<file path="config.mk">
export PLATFORM = sky130hd
export DESIGN_NAME = zss_top
export DESIGN_NICKNAME = d
export VERILOG_FILES = /design/src/logic/zss_pkg.sv /design/src/logic/zss_top.sv
export SDC_FILE = /design/constraint.sdc
export NUM_CORES = 1
export LEC_CHECK = 0
export BUFFER_PORTS_ARGS = -buffer_cell sky130_fd_sc_hd__buf_2
export CAP_MARGIN = 25
export CELL_PAD_IN_SITES_DETAIL_PLACEMENT = 0
export CELL_PAD_IN_SITES_GLOBAL_PLACEMENT = 2
export CORE_UTILIZATION = 37
export CTS_CLUSTER_DIAMETER = 120
export DETAILED_ROUTE_END_ITERATION = 6
export GPL_ROUTABILITY_DRIVEN = 0
export HOLD_SLACK_MARGIN = 0.06
export PLACE_DENSITY_LB_ADDON = 0.08
export SETUP_SLACK_MARGIN = 0.2
export SYNTH_ARGS = -nofsm -noshare
export SYNTH_HDL_FRONTEND = slang
export SYNTH_SLANG_ARGS = --single-unit
export TNS_END_PERCENT = 50
</file>
<file path="constraint.sdc">
create_clock -name clk -period 4.1 [get_ports clk]
set_input_delay 0.205 -clock clk [delete_from_list [all_inputs] [get_ports clk]]
set_output_delay 0.205 -clock clk [all_outputs]
set_load 0.005 [all_outputs]
</file>
<file path="src/logic/zss_pkg.sv">
// Constants and types shared by the zone set selector.
// Assumes a single 25 MHz clock domain.
package zss_pkg;
  // ---------------------------------------------------------------
  // Timing
  // ---------------------------------------------------------------
  localparam int CLK_HZ = 25000000;
  localparam int SETTLE_STEP_MS = 30;
  localparam int SETTLE_STEP_CYC = (CLK_HZ / 1000) * SETTLE_STEP_MS;
  // ---------------------------------------------------------------
  // Sizes and reset values
  // ---------------------------------------------------------------
  localparam int MAX_SETS = 6;
  localparam int SEL_W = 3;
  localparam int NUM_WARN = 2;
  localparam logic [2:0] ACTIVE_RST = 3'h0;
  localparam logic [3:0] STEPS_MIN = 4'h1;
  typedef enum {ZSS_RUN, ZSS_SETTLE, ZSS_FAULT} zss_state_e;
endpackage

</file>
<file path="src/logic/zss_top.sv">
// Zone set selector: picks the active zone set from the select pins.
// Assumes detection flags and configuration are synchronous to clk and
// held steady by the surrounding logic; select pins are synchronised here.
`timescale 1ns/1ns
module zss_top
  import zss_pkg::*;
#(
  parameter int STEP_CYC = SETTLE_STEP_CYC,
  parameter int NSETS_MAX = MAX_SETS
)
(
  input wire logic clk,
  input wire logic rstn,
  input wire logic [2:0] zone_select_input,
  input wire logic [2:0] cfg_num_sets,
  input wire logic [3:0] cfg_delay_steps,
  input wire logic [SEL_W*MAX_SETS-1:0] cfg_codes,
  input wire logic [MAX_SETS-1:0] safety_zone_hit,
  input wire logic [NUM_WARN*MAX_SETS-1:0] warning_zone_hit,
  output logic [1:0] protective_output_pair,
  output logic [NUM_WARN-1:0] warning_zone_out,
  output logic [MAX_SETS-1:0] active_onehot,
  output logic switching,
  output logic fault,
  output logic cfg_error
);
  // Counters must reach twice the longest settle window without wrapping.
  localparam int CNT_W = $clog2(2 * STEP_CYC * 16);

  // ---------------------------------------------------------------
  // Elaboration checks
  // ---------------------------------------------------------------
  if (STEP_CYC < 1 || STEP_CYC > 1000000 || NSETS_MAX != MAX_SETS)
  begin : g_bad_param
    $error("zss_top: unsupported parameter values");
  end

  // ---------------------------------------------------------------
  // Code helpers
  // ---------------------------------------------------------------
  // Index of the set whose code matches, or MAX_SETS when none does.
  function automatic logic [2:0] code_lookup(
    input logic [2:0] code,
    input logic [SEL_W*MAX_SETS-1:0] codes,
    input logic [2:0] nsets,
    input logic [2:0] mask
  );
    logic [2:0] hit;
    hit = 3'(MAX_SETS);
    for (int i = MAX_SETS - 1; i >= 0; i--)
    begin
      if (3'(i) < nsets && (codes[i*SEL_W +: SEL_W] & mask) == (code & mask))
      begin
        hit = 3'(i);
      end
    end
    return hit;
  endfunction

  function automatic logic two_apart(
    input logic [2:0] a,
    input logic [2:0] b
  );
    logic [2:0] x;
    x = a ^ b;
    return (x[0] & x[1]) | (x[0] & x[2]) | (x[1] & x[2]);
  endfunction

  // Pins in use: two sets need two pins, more need all three.
  logic [2:0] pin_mask;
  assign pin_mask = (cfg_num_sets > 3'h2) ? 3'h7 : 3'h3;

  // Configuration is refused when any pair of codes in use is too close.
  logic codes_bad;
  always_comb
  begin
    codes_bad = 1'b0;
    for (int i = 0; i < MAX_SETS; i++)
    begin
      for (int j = i + 1; j < MAX_SETS; j++)
      begin
        if (3'(j) < cfg_num_sets &&
            !two_apart(cfg_codes[i*SEL_W +: SEL_W] & pin_mask,
                       cfg_codes[j*SEL_W +: SEL_W] & pin_mask))
        begin
          codes_bad = 1'b1;
        end
      end
    end
    if (cfg_num_sets == 3'h0 || cfg_num_sets > 3'(MAX_SETS))
    begin
      codes_bad = 1'b1;
    end
  end

  // ---------------------------------------------------------------
  // Input synchroniser
  // ---------------------------------------------------------------
  logic [2:0] sel_meta_q;
  logic [2:0] sel_q;
  logic [2:0] sel_prev_q;
  always_ff @(posedge clk or negedge rstn)
  begin
    if (!rstn)
    begin
      sel_meta_q <= 3'h0;
      sel_q <= 3'h0;
      sel_prev_q <= 3'h0;
    end
    else
    begin
      sel_meta_q <= zone_select_input;
      sel_q <= sel_meta_q;
      sel_prev_q <= sel_q;
    end
  end

  logic multi;
  logic [2:0] cur_hit;
  logic [3:0] steps;
  logic [CNT_W-1:0] limit;
  assign multi = cfg_num_sets > 3'h1;
  assign cur_hit = code_lookup(sel_q, cfg_codes, cfg_num_sets, pin_mask);
  assign steps = (cfg_delay_steps < STEPS_MIN) ? STEPS_MIN : cfg_delay_steps;
  assign limit = CNT_W'(STEP_CYC) * CNT_W'(steps);

  // ---------------------------------------------------------------
  // Changeover control
  // ---------------------------------------------------------------
  zss_state_e state_q;
  logic [CNT_W-1:0] cnt_q;
  logic [CNT_W-1:0] stable_q;
  logic [2:0] active_q;
  // The outer window counts from the first change; the stable count
  // restarts on every bounce, so a chattering input ends in fault.
  always_ff @(posedge clk or negedge rstn)
  begin
    if (!rstn)
    begin
      state_q <= ZSS_RUN;
      cnt_q <= '0;
      stable_q <= '0;
      active_q <= ACTIVE_RST;
    end
    else
    begin
      case (state_q)
        ZSS_RUN:
        begin
          cnt_q <= '0;
          stable_q <= '0;
          if (!multi)
          begin
            active_q <= ACTIVE_RST;
          end
          else if (sel_q != sel_prev_q)
          begin
            state_q <= ZSS_SETTLE;
          end
        end
        ZSS_SETTLE:
        begin
          cnt_q <= cnt_q + CNT_W'(1);
          stable_q <= (sel_q != sel_prev_q) ? '0 : stable_q + CNT_W'(1);
          if (stable_q + CNT_W'(1) >= limit && sel_q == sel_prev_q)
          begin
            if (cur_hit == 3'(MAX_SETS))
            begin
              state_q <= ZSS_FAULT;
            end
            else
            begin
              active_q <= cur_hit;
              state_q <= ZSS_RUN;
            end
          end
          else if (cnt_q + CNT_W'(1) >= limit + limit)
          begin
            state_q <= ZSS_FAULT;
          end
        end
        ZSS_FAULT:
        begin
          state_q <= ZSS_FAULT;
        end
        default:
        begin
          state_q <= ZSS_FAULT;
        end
      endcase
    end
  end

  // ---------------------------------------------------------------
  // Output drive
  // ---------------------------------------------------------------
  // During settling the old set still watches its zone, but the newly
  // selected safety zone cannot trip the outputs yet.
  logic sz_hit;
  logic [NUM_WARN-1:0] wz_hit;
  assign sz_hit = safety_zone_hit[active_q];
  assign wz_hit = warning_zone_hit[active_q*NUM_WARN +: NUM_WARN];

  always_ff @(posedge clk or negedge rstn)
  begin
    if (!rstn)
    begin
      protective_output_pair <= 2'h0;
      warning_zone_out <= '0;
      active_onehot <= '0;
      switching <= 1'b0;
      fault <= 1'b0;
      cfg_error <= 1'b0;
    end
    else
    begin
      if (state_q == ZSS_FAULT || sz_hit || codes_bad)
      begin
        protective_output_pair <= 2'h0;
      end
      else
      begin
        protective_output_pair <= 2'h3;
      end
      warning_zone_out <= (state_q == ZSS_FAULT) ? '0 : wz_hit;
      active_onehot <= '0;
      active_onehot[active_q] <= (state_q != ZSS_FAULT);
      switching <= state_q == ZSS_SETTLE;
      fault <= state_q == ZSS_FAULT;
      cfg_error <= codes_bad && multi;
    end
  end
endmodule // zss_top

</file>
; Word-level counts from Yosys, hierarchy flattened
; Index checks and enable logic that the tools add are counted.
; Widths: inputs -> output; s select.
[word_totals]
ff_bits = 107
latch_bits = 0
mem_bits_rw = 0
romBits = 0
input_bits = 48
output_inout_bits = 13
wordCells = 239
mem_count = 0
[op_classes]
n_addsub = 3
multipliers = 1
div = 0
order_cmp = 14
eq_ne = 19
shift = 1
n_mux = 43
n_bitwise = 98
n_reduce_logical = 47
[op_table]
columns = cell, count
row1 = $mux 32, 4
row2 = $pmux 25 s2, 2
row3 = $pmux 32 s2, 1
row4 = $add 25x1->25 const B, 2
row5 = $and 1x1->1, 45
row6 = $xor 3x3->3, 15
row7 = $eq 32x1->1 const B, 1
row8 = $eq 32x2->1 const B, 1
row9 = $eq 32x3->1 const B, 1
row10 = $logic_not 32->1, 1
row11 = $ne 32x3->1 const B, 1
row12 = $or 1x1->1, 30
row13 = $mux 3, 9
row14 = $add 24x24->25, 1
row15 = $ge 25x24->1, 1
row16 = $ge 25x25->1, 1
row17 = $mux 25, 1
row18 = $logic_and 1x1->1, 24
row19 = $and 3x3->3, 7
row20 = $eq 3x3->1, 7
row21 = $mul 16x4->20 const A, 1
row22 = $mux 1, 18
row23 = $logic_not 1->1, 15
row24 = $shiftx 12x5->2, 1
row25 = 24 further kinds, 36

; Logic depth before layout (Yosys ltp)
; Gate-level depths: netlist of the first run.
[logic_depth]
word_depth = 27
ltp_mapped = 28
depth_no_buf = 28

; Worst setup path after synthesis of the first run
; Ideal clock, no wire load.
[synth_timing]
kind = input-to-reg
startpoint = in cfg_delay_steps[2]
endpoint = reg active_q[2]
setup_time_ps = 125
arrival_ps = 5171
t_required_ps = 3975
path_slack_ps = -1196
stages = 27
cell_sequence = inv_1 -> ha_1 -> nand2b_1 -> nor2_1 -> nor2_1 -> ha_1 -> inv_1 -> fa_1 -> inv_1 -> ha_1 -> a21oi_1 -> o2111ai_1 -> a311o_1 -> a31o_2 -> a21oi_1 -> o21bai_1 -> a21oi_1 -> xnor2_1 -> ha_1 -> nand3_1 -> nor3_1 -> nand3_1 -> a22oi_1 -> o32ai_1 -> maj3_1 -> a31oi_4 -> mux2_4
[synth_between]
elab_chain_cells = 7
[synth_lines]
columns = item, line_no
row1 = from (decl), zss_top.sv:16  ; input wire logic [3:0] cfg_delay_steps,
row2 = $lt 4x1->1, zss_top.sv:124  ; assign steps = (cfg_delay_steps < STEPS_MIN) ? STEPS_MIN : cfg_delay_steps;
row3 = $mux 4 (*), zss_top.sv:124
row4 = $mul 16x4->20 (*), zss_top.sv:125  ; assign limit = CNT_W'(STEP_CYC) * CNT_W'(steps);
row5 = $ge 25x24->1 (*), zss_top.sv:165  ; if (stable_q + CNT_W'(1) >= limit && sel_q == sel_prev_q)
row6 = $logic_and 1x1->1 (*), zss_top.sv:165
row7 = $ne 2x2->1 (no source line) (*), n/a
row8 = $reduce_and 4->1 (no source line) (*), n/a
row9 = to (signal assigned), zss_top.sv:173  ; active_q <= cur_hit;
row10 = to (decl), zss_top.sv:133  ; logic [2:0] active_q;
; Every way passes the cells marked *; elsewhere a longest branch is shown, timed or not.
; A chain may end at the register's enable or synchronous reset.

; Worst setup path in the final report of the first run
; Ends and elaborated chain as after synthesis.

==> run summary, run 1 <==
reg2reg setup slack: 0.22 ns
Worst-path clk slew: 0.07 ns
Synth Area in Compound Gates: 18.3%
worst flop-to-flop path endpoint: active_q[2]
average wire per cell in the routed design: 16.4 um
# fillers: 1761
flops & latches, synth: 76
largest net degree at the start of global routing: 77
Most common cell on crit path: ha_4
Final Skew: 0.00645 ns
Worst EP required: 4.33 ns
leak pwr: 0.00413 uW
Mapped Nets: 925
Buf+Inv Stages, Crit Path: 4
delay-heaviest family, CP: adder cells
dpl cells: 1140
Ports: 61
Vias: 6386
Critical Path Stages: 28
Final ANT Viol Nets: 0
Final Hold Vio Count: 0
die area: 0.0189 sq mm
final worst slack: -0.734 ns
min cycle time layout: 4.83 ns
global-route wire length before repair: 31300 um
TritonCTS clock tree: done
R2R depth: 17
initial DRC count: 317
final core occ: 48.5%
max-cap viol count: 0
TritonCTS Buffers: 9
worst hold path type: input port to flip-flop
Simple-Gate Fraction of Synth Area: 18.6%
initial antenna violation count: 0
final non-filler cell total: 1192
CP max-delay cell: fa_1
Slew Viols, Final: 0
Register Area: 0.00190 sq mm
Post-Syn Instances: 807
Worst Setup Start Kind: input port
Area growth, synth to finish: 28.2%
clk_lat worst skew: 0.34 ns
drt drc: 0
Root Buffer: clkbuf_16
Hold Path Depth: 4
Pwr per Cell Area: 289 mW/mm^2
slew at the pin with the worst max-slew slack: 0.848 ns
status: finished with violations
GRT Overall Usage: 21.5%
EDFF count, synth: 0
gr ovfl total: 0
fmax: 207 MHz
# clock sinks: 76
Crit Path Class: input port to flip-flop
register area share after synthesis: 28.0%
maximum VDD drop: 0.193 mV
Slew Limit Headroom: 42.0%
DP Area: 0.00791 sq mm
die width: 137 um
mux cell area share after synthesis: 1.64%
post-synthesis adder-cell area fraction: 13.9%
share of post-route cells with drive strength above 1: 26.0%
RSZ-0062 raised after global routing: true
Hold Startpoint: safety_zone_hit[3]
worst hold endpoint: protective_output_pair[0]
area share of xor/xnor cells in the synthesized design: 15.1%
Antenna diodes: 0
I/O Buffers: 60
setup violators final: 5
crit-path max FO: 3
CTS Buffer Depth: 2
CTS H-tree depth: 3
nets: 1076
library cells used by synthesis: 58
Routed WL: 19600 um
CP startpoint: cfg_delay_steps[2]
failing checks: negative setup slack
footprint of the multi-input gates: 0.00480 sq mm
Final Instance Area: 0.00870 sq mm
HPWL after DPL: 14700 um
vias in the first global route: 6112
ys async rst share: 100%
Slowest Stage Delay on Critical Path: 0.51 ns
Primary FF master, synth: dfrtp_1
Arrival @ worst endpoint: 5.07 ns
RR Startpoint: stable_q[3]
drt pass-1 iters: 4
Avg Cell Area, Syn: 8.42 sq um
Vias/cell: 5.36
final hold slack: 0.175 ns
Initial Util: 37.8%
Period Utilization, post-route: 118%
Placeable Area: 0.0180 sq mm
largest family of logic cells by synthesized area: simple AND/OR/NAND/NOR gates
Syn Std Cell Area: 0.00679 sq mm
synth warn: 0
nature of the critical path endpoint: flip-flop
num rows: 49
DIE HEIGHT: 137 um
==> cell usage after synthesis, drive strengths merged (3+ instances only) <==
cell type	n	area share, %
dfrtp	76	28
nand2	75	4.1
ha	66	12
xor2	66	8.5
nor2	59	3.3
o21ai	58	4.3
xnor2	50	6.6
clkbuf	41	2.3
nand3	38	2.8
a21oi	34	2.5
inv	33	1.8
nor3	25	1.8
a22o	22	2.8
and3	15	1.4
nand4	15	1.5
a31oi	14	1.5
o31ai	11	1.3
a221oi	8	1.0
o22ai	8	0.74
nand2b	7	0.64
mux2	6	1.0
nor4	6	0.55
a21o	5	0.55
buf	5	0.35
a2111oi	4	0.52
a211o	4	0.52
a211oi	4	0.44
fa	4	1.2
maj3	4	0.59
mux2i	4	0.59
nor2b	4	0.37
or2	4	0.37
or4	4	0.55
a22oi	3	0.33
and2	3	0.28
and4	3	0.39
o21a	3	0.33
==> per-stage QoR <==
stage	TNS, ns	total power, uW	worst slack [ns]
2_1_floorplan	-3.75	1240	-0.876
3_3_place_gp	-5.57	1600	-1.14
3_5_place_dp	-6.62	1620	-1.36
4_1_cts	-3.93	2470	-0.837
5_1_grt	-5.04	2680	-1.03
6_report	-3.49	2520	-0.734
==> cell usage in the layout (no fill, tap or decap), types with 9 or more instances in the layout <==
cell,count
nand3_1,35
nand2_1,75
buf_2,57
o21ai_0,54
buf_4,122
a22o_1,22
inv_1,29
nor2_1,56
clkbuf_16,9
a31oi_1,13
xor2_1,66
ha_1,62
xnor2_1,47
dfrtp_1,76
a21oi_1,28
o31ai_1,10
and3_1,15
nand4_1,14
nor3_1,24
==> flip-flops by register name (all words and copies together), names as in the netlist, 2 cells and up <==
register and count:
sel_q 3, sel_prev_q 3, sel_meta_q 3, active_onehot 6, cnt_q 25, warning_zone_out 2
active_q 3, stable_q 25, state_q 2
==> metal layers <==
metal | share of wire, % | vias up | track usage, %
li1 | - | 3186 | -
met1 | 47 | 3061 | 28.3
met2 | 48 | 121 | 36.3
met3 | 3.7 | 18 | 3.02
met4 | 1.6 | 0 | 6.35
met5 | 0 | - | 0
==> power by group <==
| group | total, uW | switching [uW] | internal [uW] |
|---|---|---|---|
| combinational | 989 | 486 | 503 |
| sequential | 765 | 9.41 | 756 |
| clock | 765 | 347 | 417 |
==> layout make-up <==
type | instances | area share (%)
repair buffers | 186 | 14.9
inverters | 34 | 1.55
clock buffers | 9 | 2.59
multi-input cells | 651 | 55.2
clock inverters | 7 | 0.661
flip-flops and latches | 76 | 21.9
well taps | 229 | 3.29
==> cell families after synthesis <==
| family | count (synthesis) |
|---|---|
| compound gates | 189 |
| xor+xnor | 116 |
| fa+ha+maj | 74 |
| buf+inv | 80 |
| flops | 76 |
| mux | 10 |
| simple gates | 262 |
==> worst max path at each step <==
stage                        to
CTS                 active_q[2]
detailed placement  active_q[2]
finish              active_q[2]
global route         state_q[0]
floorplan           active_q[2]
global placement    active_q[2]
==> worst min-delay path: cells and delay by family <==
kind                   cells  cell delay [ns]
AND/OR/NAND/NOR            2             0.14
AO/OA/AOI/OAI              1             0.06
buffers and inverters      1             0.07
==> timing repair <==
| item | CTS | global route |
|---|---|---|
| endpoints found under the setup margin | 5 | 5 |
| setup buffers | 27 | 4 |
| gates resized for setup | 17 | 26 |
| endpoints found under the hold margin | 3 | 12 |
| hold buffers | 3 | 1 |
| pin swaps | 23 | 30 |
(Power assumes the default switching activity.)
==> run 2: changes to the inputs <==
--- a/config.mk
+++ b/config.mk
@@ -9,14 +9,15 @@
 export CAP_MARGIN = 25
 export CELL_PAD_IN_SITES_DETAIL_PLACEMENT = 0
 export CELL_PAD_IN_SITES_GLOBAL_PLACEMENT = 2
-export CORE_UTILIZATION = 37
+export CORE_UTILIZATION = 40
 export CTS_CLUSTER_DIAMETER = 120
 export DETAILED_ROUTE_END_ITERATION = 6
 export GPL_ROUTABILITY_DRIVEN = 0
 export HOLD_SLACK_MARGIN = 0.06
+export MAX_ROUTING_LAYER = met4
 export PLACE_DENSITY_LB_ADDON = 0.08
 export SETUP_SLACK_MARGIN = 0.2
 export SYNTH_ARGS = -nofsm -noshare
 export SYNTH_HDL_FRONTEND = slang
 export SYNTH_SLANG_ARGS = --single-unit
-export TNS_END_PERCENT = 50
+export TNS_END_PERCENT = 10
==> constraint.sdc (replaced) <==
create_clock -name clk -period 5.7 [get_ports clk]
set_input_delay 0.285 -clock clk [delete_from_list [all_inputs] [get_ports clk]]
set_output_delay 0.285 -clock clk [all_outputs]
set_load 0.005 [all_outputs]
==> run 2 against run 1 <==
  * The run now ends clean
  * Die area decreased by 7.4%
  * Setup slack improved by 1.1 ns
  * Sequential power decreased by 28%
  * Combinational power decreased by 50%
  * Sequential share of layout area increased by 2.8 points
  * Design area decreased by 11%
  * Global-route usage increased by 0.78 points
  * Total power decreased by 37%
==> run summary, run 2 (same netlist as run 1, synthesis figures left out) <==
nature of the critical path endpoint: flip-flop
Vias/cell: 5.54 (+3.4%)
Slew Limit Headroom: 51.3% (+9.3 points)
Worst EP required: 5.93 ns (+1.60 ns)
final hold slack: 0.268 ns (+0.0931 ns)
Slew Viols, Final: 0 (unchanged)
Ports: 61 (unchanged)
initial DRC count: 277 (-13%)
crit-path max FO: 3 (unchanged)
largest net degree at the start of global routing: 77 (unchanged)
maximum VDD drop: 0.144 mV (-26%)
setup violators final: 0 (-5)
status: complete, no violations
drt pass-1 iters: 4 (unchanged)
worst hold path type: input port to flip-flop
HPWL after DPL: 13800 um (-5.7%)
Worst-path clk slew: 0.06 ns (about the same)
Crit Path Class: input port to flip-flop
gr ovfl total: 0 (unchanged)
commonest non-fill, non-tap cell in the layout: dfrtp_1
num rows: 47 (-4.1%)
Worst Setup Start Kind: input port
DIE HEIGHT: 132 um (-3.8%)
Largest regs: cnt_q (25), stable_q (25), active_onehot (6)
Period Utilization, post-route: 93.0%
Arrival @ worst endpoint: 5.53 ns (+0.46 ns)
I/O Buffers: 60 (unchanged)
CTS H-tree depth: 3 (unchanged)
fmax: 189 MHz
CTS Buffer Depth: 2 (unchanged)
# clock sinks: 76 (unchanged)
RSZ-0062 raised after global routing: true
max-cap viol count: 0 (unchanged)
Final ANT Viol Nets: 0 (unchanged)
Routed WL: 18300 um (-6.7%)
Area growth, synth to finish: 13.8%
share of post-route cells with drive strength above 1: 14.3% (-12 points)
Placeable Area: 0.0166 sq mm (-7.7%)
GRT Overall Usage: 22.3% (+0.78 points)
initial antenna violation count: 0 (unchanged)
Pwr per Cell Area: 206 mW/mm^2 (-29%)
Final Skew: 0.00647 ns (+0.0000199 ns)
TritonCTS Buffers: 9 (unchanged)
# fillers: 1675 (-4.9%)
Initial Util: 41.0% (+3.1 points)
nets: 973 (-9.6%)
clk_lat worst skew: 0.34 ns (about the same)
die width: 132 um (-3.8%)
Final Hold Vio Count: 0 (unchanged)
Tot Pwr: 1590 uW (-37%)
TritonCTS clock tree: done
Vias: 5989 (-6.2%)
most frequent cells in the layout: dfrtp_1, nand2_1, xor2_1, ha_1
slew at the pin with the worst max-slew slack: 0.712 ns (-0.136 ns)
vias in the first global route: 5757 (-5.8%)
die area: 0.0175 sq mm (-7.4%)
average wire per cell in the routed design: 16.9 um (+2.8%)
drt drc: 0 (unchanged)
Root Buffer: clkbuf_16
global-route wire length before repair: 30100 um (-4.0%)
leak pwr: 0.00359 uW (-13%)
min cycle time layout: 5.30 ns
reg2reg setup slack: 1.17 ns (+0.95 ns)
-- run 2: cell count changes in the layout (fill, tap and decap cells not counted), moves of 3 or more --
| cell | previous run | this run |
|---|---|---|
| ha_1 | 62 | 66 |
| ha_4 | 4 | 0 |
| inv_1 | 29 | 33 |
| buf_4 | 122 | 19 |
| nor2_1 | 56 | 59 |
-- run 2: report_power, final --
part,internal [uW],switching [uW],leakage [uW],total [uW]
Combinational,203,290,0.00244,493
Sequential,544,6.67,0.00102,551
Clock,302,249,0.000133,550
-- run 2: worst max-delay path, cell delays in order --
cell and delay [ns]:
buf_2 0.10, inv_1 0.06, ha_1 0.14, nand2b_1 0.06, nor2_1 0.12, nor2_1 0.08
ha_1 0.31, inv_1 0.06, fa_1 0.47, inv_1 0.06, ha_1 0.33, a21oi_2 0.19
o2111ai_1 0.17, a311o_1 0.38, a31o_2 0.25, a21oi_2 0.14, o21bai_1 0.09, a21oi_2 0.15
xnor2_1 0.11, ha_1 0.34, nand3_1 0.10, nor3_2 0.22, nand3_2 0.12, a21oi_2 0.17
o32ai_2 0.11, maj3_2 0.37, a31oi_4 0.22, mux2_4 0.31
-- run 2: through the flow --
step           area (sq um)  utilization, %  std cells  setup WS (ns)  setup TNS, ns
2_1_floorplan          6790               -        807          0.324              0
3_3_place_gp           7320            44.1       1058         0.0216              0
3_5_place_dp           7320            44.1       1058         -0.140         -0.187
4_1_cts                7640            46.1       1077          0.235              0
5_1_grt                7720            46.6       1080          0.146              0
6_report               7730            46.6       1081          0.398              0
-- run 2: final timing paths --
kind,startpoint,to,depth (start not counted)
setup / recovery,cfg_delay_steps[2],active_q[2],28
hold reg to reg,sel_meta_q[2],sel_q[2],0
hold / removal,warning_zone_hit[6],warning_zone_out[0],3
max in group asynchronous,rstn,protective_output_pair[0],3
setup reg to reg,cnt_q[0],state_q[1],18
min in group asynchronous,rstn,stable_q[14],2
-- run 2: repair_timing --
action / 4_1_cts / 5_1_grt
hold buffers: 3 / 1
setup endpoints to repair: 1 / 5
gates resized for setup: 2 / 11
hold endpoints to repair: 3 / 18
buffers inserted: 0 / 1
cloned: 0 / 0
pin swaps: 0 / 3
-- run 2: layer usage --
metal  GRT usage [%]  vias up  wire length, um
li1                -     2988                -
met1            29.1     2873             8810
met2            35.9      109             8630
met3            3.15       19              563
met4            6.45        0              274
met5               -        -                0
-- run 2: cell type report --
type | instances | area [sq um] | share of cell area [%]
Tap cell | 220 | 275 | 3.56
Sequential cell | 76 | 1900 | 24.6
Timing Repair Buffer | 83 | 505 | 6.54
Clock inverter | 7 | 58.8 | 0.761
Antenna cell | 1 | 2.50 | 0.0324
Inverter | 34 | 128 | 1.65
Multi-Input combinational cell | 651 | 4630 | 59.9
Clock buffer | 9 | 225 | 2.91
